==> src/shared/gpio_params.svh <==
`ifndef GPIO_PARAMS_SVH
`define GPIO_PARAMS_SVH

// ----------------------------------------
// Register addresses
// ----------------------------------------
`define GP_ADDR_DATA0 8'h80
`define GP_ADDR_DATA1 8'h90
`define GP_ADDR_DATA2 8'ha0
`define GP_ADDR_DATA3 8'hb0
`define GP_ADDR_DIR0 8'he1
`define GP_ADDR_DIR1 8'he2
`define GP_ADDR_DIR2 8'he3
`define GP_ADDR_DIR3 8'he4
`define GP_ADDR_PULL0 8'he9
`define GP_ADDR_PULL1 8'hea
`define GP_ADDR_PULL2 8'heb
`define GP_ADDR_PULL3 8'hec
`define GP_ADDR_OTYPE 8'hef

// ----------------------------------------
// Implemented bits and reset values
// ----------------------------------------
`define GP_PIN_MASK 32'h3fff_fcfc
`define GP_OTYPE_MASK 8'h3c
`define GP_RESET_WORD 32'h0000_0000
`define GP_RESET_BYTE 8'h00
`define GP_PORT_COUNT 4
`define GP_PIN_COUNT 32

`endif

==> src/shared/gpio_pkg.sv <==
package gpio_pkg;

	typedef logic [7:0] byte_t;
	typedef logic [1:0] port_idx_t;
	typedef logic [31:0] pin_vec_t;

	typedef enum logic [4:0] {
		REG_NONE = 5'h01,
		REG_DATA = 5'h02,
		REG_DIR = 5'h04,
		REG_PULL = 5'h08,
		REG_OTYPE = 5'h10
	} reg_kind_t;

endpackage

==> src/logic/gpio_pin_cell.sv <==
`timescale 1ns/10ps

module gpio_pin_cell (
	// Bit configuration
	input wire logic impl,
	input wire logic dir,
	input wire logic data,
	input wire logic pull,
	input wire logic open_drain,
	// Higher priority alternative function
	input wire logic hi_en,
	input wire logic hi_oe,
	input wire logic hi_out,
	input wire logic hi_pull,
	// Lower priority alternative function
	input wire logic lo_en,
	input wire logic lo_oe,
	input wire logic lo_out,
	input wire logic lo_pull,
	// Resolved pad control
	output logic oe,
	output logic out,
	output logic pull_on,
	output logic alt_own
);

	// ----------------------------------------
	// Pad resolution
	// ----------------------------------------
	always_comb begin
		oe = 1'b0;
		out = 1'b0;
		pull_on = 1'b0;
		alt_own = 1'b0;
		if (!impl) begin
			// Missing pins stay dead whatever is requested
			oe = 1'b0;
		end else if (hi_en) begin // RULE8 RULE11
			alt_own = 1'b1;
			oe = hi_oe;
			out = hi_out;
			pull_on = hi_pull;
		end else if (lo_en) begin // RULE8
			alt_own = 1'b1;
			oe = lo_oe;
			out = lo_out;
			pull_on = lo_pull;
		end else if (dir) begin // RULE1
			// Pull-up dropped while driving to save current
			pull_on = 1'b0; // RULE3
			if (open_drain) begin
				oe = ~data; // RULE12
				out = 1'b0;
			end else begin
				oe = 1'b1; // RULE5
				out = data;
			end
		end else begin
			pull_on = pull; // RULE2
		end
	end

endmodule

==> src/logic/gpio_port_bank.sv <==
// Operation
// RULE1: Direction bit: 0 input, 1 drives data
// RULE2: Pull-up bit: 1 connects pull-high resistor
// RULE3: Pull-up only acts in input mode
// RULE4: Per-port 8-bit readable writable data register
// RULE5: Port0 pins 2-5 select open-drain or push-pull
// RULE6: Every reset clears all configuration bits
// RULE7: 26 pins implemented; other bits inert
// RULE8: Fixed priority among sharing alternative functions
// RULE9: Read gives pin; RMW output reads register
// RULE10: Writes always update the data register
// RULE11: Alternative owner masks stored settings from pin
// RULE12: Open-drain drives low on 0, floats on 1
`timescale 1ns/10ps
`include "gpio_params.svh"

module gpio_port_bank import gpio_pkg::*; (
	// Clock and reset
	input wire logic CLK,
	input wire logic RST_N,
	// Register port
	input wire logic [7:0] ADDR,
	input wire logic [7:0] WDATA,
	input wire logic WR,
	input wire logic RD,
	input wire logic RD_RMW,
	output logic [7:0] RDATA,
	// Pads
	input wire logic [31:0] PIN_IN,
	output logic [31:0] PIN_OUT,
	output logic [31:0] PIN_OE,
	output logic [31:0] PIN_PU,
	// Higher priority alternative functions
	input wire logic [31:0] ALT_HI_EN,
	input wire logic [31:0] ALT_HI_OE,
	input wire logic [31:0] ALT_HI_OUT,
	input wire logic [31:0] ALT_HI_PU,
	// Lower priority alternative functions
	input wire logic [31:0] ALT_LO_EN,
	input wire logic [31:0] ALT_LO_OE,
	input wire logic [31:0] ALT_LO_OUT,
	input wire logic [31:0] ALT_LO_PU
);

	// ----------------------------------------
	// Storage
	// ----------------------------------------
	pin_vec_t data_reg;
	pin_vec_t dir_reg;
	pin_vec_t pull_reg;
	byte_t otype_reg;
	pin_vec_t pin_oe_reg;
	pin_vec_t pin_out_reg;
	pin_vec_t pin_pu_reg;
	byte_t rdata_reg;
	byte_t rdata_next;

	reg_kind_t kind;
	port_idx_t port_sel;
	byte_t port_mask;
	byte_t wmasked;
	pin_vec_t impl_vec;
	pin_vec_t od_vec;
	pin_vec_t cell_oe;
	pin_vec_t cell_out;
	pin_vec_t cell_pu;
	pin_vec_t cell_alt;

	assign impl_vec = `GP_PIN_MASK;
	// Open-drain is the safe default: a 0 bit means open-drain
	assign od_vec = {24'h00_0000, ~otype_reg & `GP_OTYPE_MASK}; // RULE5

	// ----------------------------------------
	// Address decode
	// ----------------------------------------
	always_comb begin
		kind = REG_NONE;
		port_sel = 2'h0;
		unique case (ADDR)
			`GP_ADDR_DATA0: begin
				kind = REG_DATA;
				port_sel = 2'h0;
			end
			`GP_ADDR_DATA1: begin
				kind = REG_DATA;
				port_sel = 2'h1;
			end
			`GP_ADDR_DATA2: begin
				kind = REG_DATA;
				port_sel = 2'h2;
			end
			`GP_ADDR_DATA3: begin
				kind = REG_DATA;
				port_sel = 2'h3;
			end
			`GP_ADDR_DIR0: begin
				kind = REG_DIR;
				port_sel = 2'h0;
			end
			`GP_ADDR_DIR1: begin
				kind = REG_DIR;
				port_sel = 2'h1;
			end
			`GP_ADDR_DIR2: begin
				kind = REG_DIR;
				port_sel = 2'h2;
			end
			`GP_ADDR_DIR3: begin
				kind = REG_DIR;
				port_sel = 2'h3;
			end
			`GP_ADDR_PULL0: begin
				kind = REG_PULL;
				port_sel = 2'h0;
			end
			`GP_ADDR_PULL1: begin
				kind = REG_PULL;
				port_sel = 2'h1;
			end
			`GP_ADDR_PULL2: begin
				kind = REG_PULL;
				port_sel = 2'h2;
			end
			`GP_ADDR_PULL3: begin
				kind = REG_PULL;
				port_sel = 2'h3;
			end
			`GP_ADDR_OTYPE: begin
				kind = REG_OTYPE;
				port_sel = 2'h0;
			end
			default: begin
				kind = REG_NONE;
				port_sel = 2'h0;
			end
		endcase
	end

	assign port_mask = impl_vec[port_sel*8 +: 8];
	// Missing bits never store, so they always read back zero
	assign wmasked = WDATA & port_mask; // RULE7

	// ----------------------------------------
	// Configuration registers
	// ----------------------------------------
	always_ff @(posedge CLK or negedge RST_N) begin
		if (!RST_N) begin
			data_reg <= `GP_RESET_WORD; // RULE6
		end else if (WR && kind == REG_DATA) begin
			// Stored even while a function owns the pin
			data_reg[port_sel*8 +: 8] <= wmasked; // RULE4 RULE10
		end
	end

	always_ff @(posedge CLK or negedge RST_N) begin
		if (!RST_N) begin
			dir_reg <= `GP_RESET_WORD; // RULE6
		end else if (WR && kind == REG_DIR) begin
			dir_reg[port_sel*8 +: 8] <= wmasked; // RULE1 RULE11
		end
	end

	always_ff @(posedge CLK or negedge RST_N) begin
		if (!RST_N) begin
			pull_reg <= `GP_RESET_WORD; // RULE6
		end else if (WR && kind == REG_PULL) begin
			pull_reg[port_sel*8 +: 8] <= wmasked; // RULE2 RULE11
		end
	end

	always_ff @(posedge CLK or negedge RST_N) begin
		if (!RST_N) begin
			otype_reg <= `GP_RESET_BYTE; // RULE6
		end else if (WR && kind == REG_OTYPE) begin
			otype_reg <= WDATA & `GP_OTYPE_MASK; // RULE5
		end
	end

	// ----------------------------------------
	// Read path
	// ----------------------------------------
	always_comb begin
		rdata_next = `GP_RESET_BYTE;
		unique case (kind)
			REG_DATA: begin
				if (RD_RMW) begin
					rdata_next = ((data_reg[port_sel*8 +: 8] &
						dir_reg[port_sel*8 +: 8]) |
						(PIN_IN[port_sel*8 +: 8] &
						~dir_reg[port_sel*8 +: 8])) & port_mask; // RULE9
				end else begin
					rdata_next = PIN_IN[port_sel*8 +: 8] & port_mask; // RULE9
				end
			end
			REG_DIR: rdata_next = dir_reg[port_sel*8 +: 8];
			REG_PULL: rdata_next = pull_reg[port_sel*8 +: 8];
			REG_OTYPE: rdata_next = otype_reg;
			REG_NONE: rdata_next = `GP_RESET_BYTE;
		endcase
	end

	// Data are valid only in the cycle after the strobe
	always_ff @(posedge CLK or negedge RST_N) begin
		if (!RST_N) begin
			rdata_reg <= `GP_RESET_BYTE;
		end else if (RD) begin
			rdata_reg <= rdata_next;
		end else begin
			rdata_reg <= `GP_RESET_BYTE;
		end
	end

	assign RDATA = rdata_reg;

	// ----------------------------------------
	// Pin cells
	// ----------------------------------------
	genvar gi;
	generate
		for (gi = 0; gi < `GP_PIN_COUNT; gi++) begin : g_pin
			gpio_pin_cell u_cell (
				.impl(impl_vec[gi]),
				.dir(dir_reg[gi]),
				.data(data_reg[gi]),
				.pull(pull_reg[gi]),
				.open_drain(od_vec[gi]),
				.hi_en(ALT_HI_EN[gi]),
				.hi_oe(ALT_HI_OE[gi]),
				.hi_out(ALT_HI_OUT[gi]),
				.hi_pull(ALT_HI_PU[gi]),
				.lo_en(ALT_LO_EN[gi]),
				.lo_oe(ALT_LO_OE[gi]),
				.lo_out(ALT_LO_OUT[gi]),
				.lo_pull(ALT_LO_PU[gi]),
				.oe(cell_oe[gi]),
				.out(cell_out[gi]),
				.pull_on(cell_pu[gi]),
				.alt_own(cell_alt[gi])
			);
		end
	endgenerate

	// ----------------------------------------
	// Pad registers
	// ----------------------------------------
	// One cycle of latency buys glitch-free pad control
	always_ff @(posedge CLK or negedge RST_N) begin
		if (!RST_N) begin
			pin_oe_reg <= `GP_RESET_WORD; // RULE6
			pin_out_reg <= `GP_RESET_WORD;
			pin_pu_reg <= `GP_RESET_WORD;
		end else begin
			pin_oe_reg <= cell_oe & impl_vec; // RULE7
			pin_out_reg <= cell_out & impl_vec;
			pin_pu_reg <= cell_pu & impl_vec;
		end
	end

	assign PIN_OE = pin_oe_reg;
	assign PIN_OUT = pin_out_reg;
	assign PIN_PU = pin_pu_reg;

	// ----------------------------------------
	// Checks
	// ----------------------------------------
	pin_vec_t own;
	pin_vec_t alt_oe_sel;
	byte_t pin_slice;
	assign own = ~cell_alt & impl_vec;
	assign alt_oe_sel = (ALT_HI_EN & ALT_HI_OE) |
		(~ALT_HI_EN & ALT_LO_OE);
	assign pin_slice = PIN_IN[port_sel*8 +: 8];
endmodule

==> config.mk <==
export PLATFORM = sky130hd
export DESIGN_NAME = gpio_port_bank
export DESIGN_NICKNAME = d
export VERILOG_FILES = /design/src/shared/gpio_pkg.sv /design/src/logic/gpio_pin_cell.sv /design/src/logic/gpio_port_bank.sv
export VERILOG_INCLUDE_DIRS = /design/src /design/src/shared
export SDC_FILE = /design/constraint.sdc
export NUM_CORES = 1
export LEC_CHECK = 0
export BUFFER_PORTS_ARGS = -buffer_cell sky130_fd_sc_hd__buf_2
export CORE_AREA = 2 2 163 165
export DETAILED_ROUTE_END_ITERATION = 6
export DIE_AREA = 0 0 165 167
export PLACE_DENSITY_LB_ADDON = 0.3
export SETUP_SLACK_MARGIN = 0.5
export SLEW_MARGIN = 5
export SYNTH_ARGS = -nofsm -noshare
export SYNTH_HDL_FRONTEND = slang
export SYNTH_SLANG_ARGS = --single-unit
==> constraint.sdc <==
create_clock -name CLK -period 2.1 [get_ports CLK]
set_input_delay 0.21 -clock CLK [delete_from_list [all_inputs] [get_ports CLK]]
set_output_delay 0.21 -clock CLK [all_outputs]
set_load 0.03 [all_outputs]
==> results.yml <==
status:
  status: "complete, no violations"
synthesis:
  async_reset_ff_frac: 1.00
  seq_area_frac_synth: 0.503
  netlist.area_leader.share: 0.503
  postSynthCellCount: 976
  synthTopCellsByArea: "dfrtp_1 (50%), nand2_1 (10%), mux2i_1 (9.8%)"
  ys_ff_latch: 182
  yosysWarnings: 0
  syn_area_um2: 9060
  synth_area_per_cell_um2: 9.28
  ys_types: 52
  synthFlopType: "dfrtp_1"
  yosysTopAreaCell: "dfrtp_1"
  synth_edf_count: 0
global_route:
  grtUsageMet1: 0.288
  grt_usage: 0.230
  met3_usage: 0.0411
  grt_pass1_wl_um: 48600
  antenna_found_initial: 1
  grt-ovfl-total: 0
  busiest_layer: "met2"
  grt_pass1_vias: 9243
  use_met2: 0.397
  grt_max_degree: 60
routing:
  drtPass1Iterations: 5
  viasPerCell: 5.05
  drt_wl_total_um: 32400
  dr_total_vias: 9183
  first_iter_violations: 506
  drc: 0
  antenna_left: 0
  wl_per_cell_um: 17.8
power_and_ir_drop:
  ir_drop_mv: 0.538
  power_uw: 8520
  clkPwrFrac: 0.384
  combPwrFrac: 0.174
  switching_share: 0.287
  power.internal_uw: 6080
  power_switching_uw: 2450
  leakage_uw: 0.00664
  power_density_nw_per_um2: 594
  seq_power_share: 0.441
sta:
  rsz0062_at_grt: "true"
  setup_violations: 0
  holdWs_ns: 0.00284
  fin_skew_ns: 0.0112
  finalMaxSlewViolations: 0
  max_freq_mhz: 595
  fin_crit_ns: 1.68
  hold_viol: 0
  period_share: 0.801
setup_path:
  r2r.worst_path.cells: 6
  r2r_setup_slack_ns: 0.44
  r2r-start: "dir_reg[14]"
  crit_fanout: 6
  worstPathRequired_ns: 2.48
  worstReg2RegEnd: "RDATA[6]"
  cp-end-kind: "flop"
  crit_arrival_ns: 2.06
  crit_type: "in2reg"
  startpoint_type: "input pin"
clocking:
  cts_tree: "built"
  clk_latency_ns: 0.44
  clk_pin_slew_worst_paths_ns: 0.07
  cts_sinks: 182
  cts_buffer_depth: 2
  htreeDepth: 4
  cts_made_buffers: 17
  clockRootBuffer: "clkbuf_16"
die:
  coreArea_um2: 25800
  die_h_um: 167
  rows: 59
  start_util: 0.352
  dieArea_um2: 27600
  ios: 413
  chipWidth_um: 165
hold_path:
  worstHoldPathCells: 2
  worstHoldEndpoint: "PIN_OE[5]"
  min_from: "ALT_HI_OE[5]"
  min_path_type: "in2reg"
finish:
  fill_cells: 2236
  layout.cells.non_filler: 1819
  areaGrowthSynthToFinish_pct: 58.5
  layout-drive-gt1-share: 0.428
  final_nets: 1785
placement:
  placed_cells: 1696
  gp_congestion: 0.963
  dp_hpwl_um: 23500
  io_buffers: 342
job:
  drv_cap: 0
==> per-stage QoR <==
stage	setup slack [ns]	TNS [ns]	utilization	area, um2
3_5_place_dp	-0.325	-10.68	0.457	11800
2_1_floorplan	0.0691	0	-	9340
3_3_place_gp	-0.321	-5.69	0.457	11800
5_1_grt	0.356	0	0.557	14400
6_report	0.419	0	0.557	14400
4_1_cts	0.436	0	0.527	13600
==> routing by layer <==
metal  share of wire  wire [um]
met1            0.41      13300
met5               0          0
met4           0.029        937
met2            0.49      16000
met3           0.067       2160
==> Yosys cell counts (4+ instances only) <==
cell type  count
ha_1           5
a211oi_1       9
dfrtp_1      182
o21ai_1       24
nand2_1      244
nor2b_1        5
nand3_1       26
mux2_2        13
inv_1          8
nand2b_1       5
nor2_1        24
o22ai_1        6
clkbuf_1      12
mux2i_1       89
nor3b_1       28
a21oi_1       58
buf_4         21
buf_2         10
a22oi_1        5
o21ai_0      159
a32oi_1        4
==> layout make-up <==
type | count | area (um2) | area share
multi-input combinational | 754 | 5250 | 0.366
sequential | 182 | 4550 | 0.317
timing repair buffer | 506 | 3510 | 0.244
clock buffer | 18 | 429 | 0.0299
tap | 335 | 419 | 0.0292
clock inverter | 13 | 149 | 0.0104
inverter | 10 | 47.5 | 0.00331
antenna | 1 | 2.50 | 0.000174
==> power by group through the flow <==
stage          clock [uW]  combinational (uW)  sequential (uW)
5_1_grt              3470                1620             3780
3_5_place_dp            0                1260             3830
4_1_cts              3340                1420             3760
2_1_floorplan           0                 412             4030
6_report             3280                1490             3760
3_3_place_gp            0                1240             3820
==> worst max-delay path by stage <==
stage | startpoint | end | cells after the start
after floorplan | ADDR[6] | data_reg[22] | 11
after global placement | ADDR[5] | RDATA[2] | 10
after detailed placement | ADDR[1] | RDATA[2] | 10
after CTS | ADDR[5] | RDATA[2] | 10
after global routing | ADDR[0] | dir_reg[28] | 12
final | ADDR[0] | RDATA[6] | 10
==> cell families after synthesis <==
group,Yosys count,synth area share
compound gates,280,0.166
buf+inv,57,0.0353
fa+ha+maj,5,0.00690
flops,182,0.503
xor+xnor,2,0.00193
simple gates,347,0.172
other cells,1,0.000414
mux,102,0.114
==> cells in the final DEF, fill, tap and decap left out, types with 3 or more instances in the layout <==
| master | Yosys | routed |
|---|---|---|
| clkbuf_16 | 0 | 18 |
| nand3_4 | 0 | 4 |
| o21ai_0 | 159 | 97 |
| o21ai_1 | 24 | 30 |
| inv_6 | 0 | 4 |
| buf_6 | 2 | 20 |
| nand2_8 | 0 | 9 |
| buf_2 | 10 | 336 |
| nand2_1 | 244 | 224 |
| nor2_4 | 1 | 3 |
| a211oi_1 | 9 | 6 |
| a32oi_1 | 4 | 3 |
| buf_12 | 0 | 19 |
| nand3_1 | 26 | 15 |
| ha_4 | 0 | 5 |
| mux2i_1 | 89 | 58 |
| dlygate4sd3_1 | 0 | 72 |
| nor2_1 | 24 | 23 |
| dfrtp_1 | 182 | 182 |
| buf_4 | 21 | 54 |
| nor2b_1 | 5 | 5 |
| mux2_2 | 13 | 13 |
| mux2i_4 | 0 | 19 |
| o21ai_2 | 1 | 56 |
| conb_1 | 1 | 18 |
| nand2_4 | 1 | 9 |
| o22ai_2 | 0 | 4 |
| a211oi_2 | 0 | 3 |
| a22oi_1 | 5 | 4 |
| nor3b_4 | 0 | 3 |
| nand3_2 | 0 | 7 |
| nand2_2 | 1 | 4 |
| mux2i_2 | 0 | 12 |
| nor3b_1 | 28 | 26 |
| inv_1 | 8 | 8 |
| a21oi_1 | 58 | 56 |
| nand2b_1 | 5 | 4 |
==> critical path, cell delays in order <==
cell       delay (ns)
buf_8            0.10
nor4b_4          0.29
buf_4            0.18
buf_4            0.11
and2_2           0.19
o21ai_0          0.13
a22oi_2          0.30
o2111ai_2        0.17
a211oi_2         0.21
o21a_1           0.16
==> repair_timing <==
action                                 4_1_cts  5_1_grt
setup endpoints to repair                  100       97
resized for setup                           81      190
endpoints found under the hold margin      118        0
pin swaps                                   19       59
hold buffers                                72        0
setup buffers                                8        7
cloned                                       2        2
Note: power is estimated with default switching activity, not from simulation.
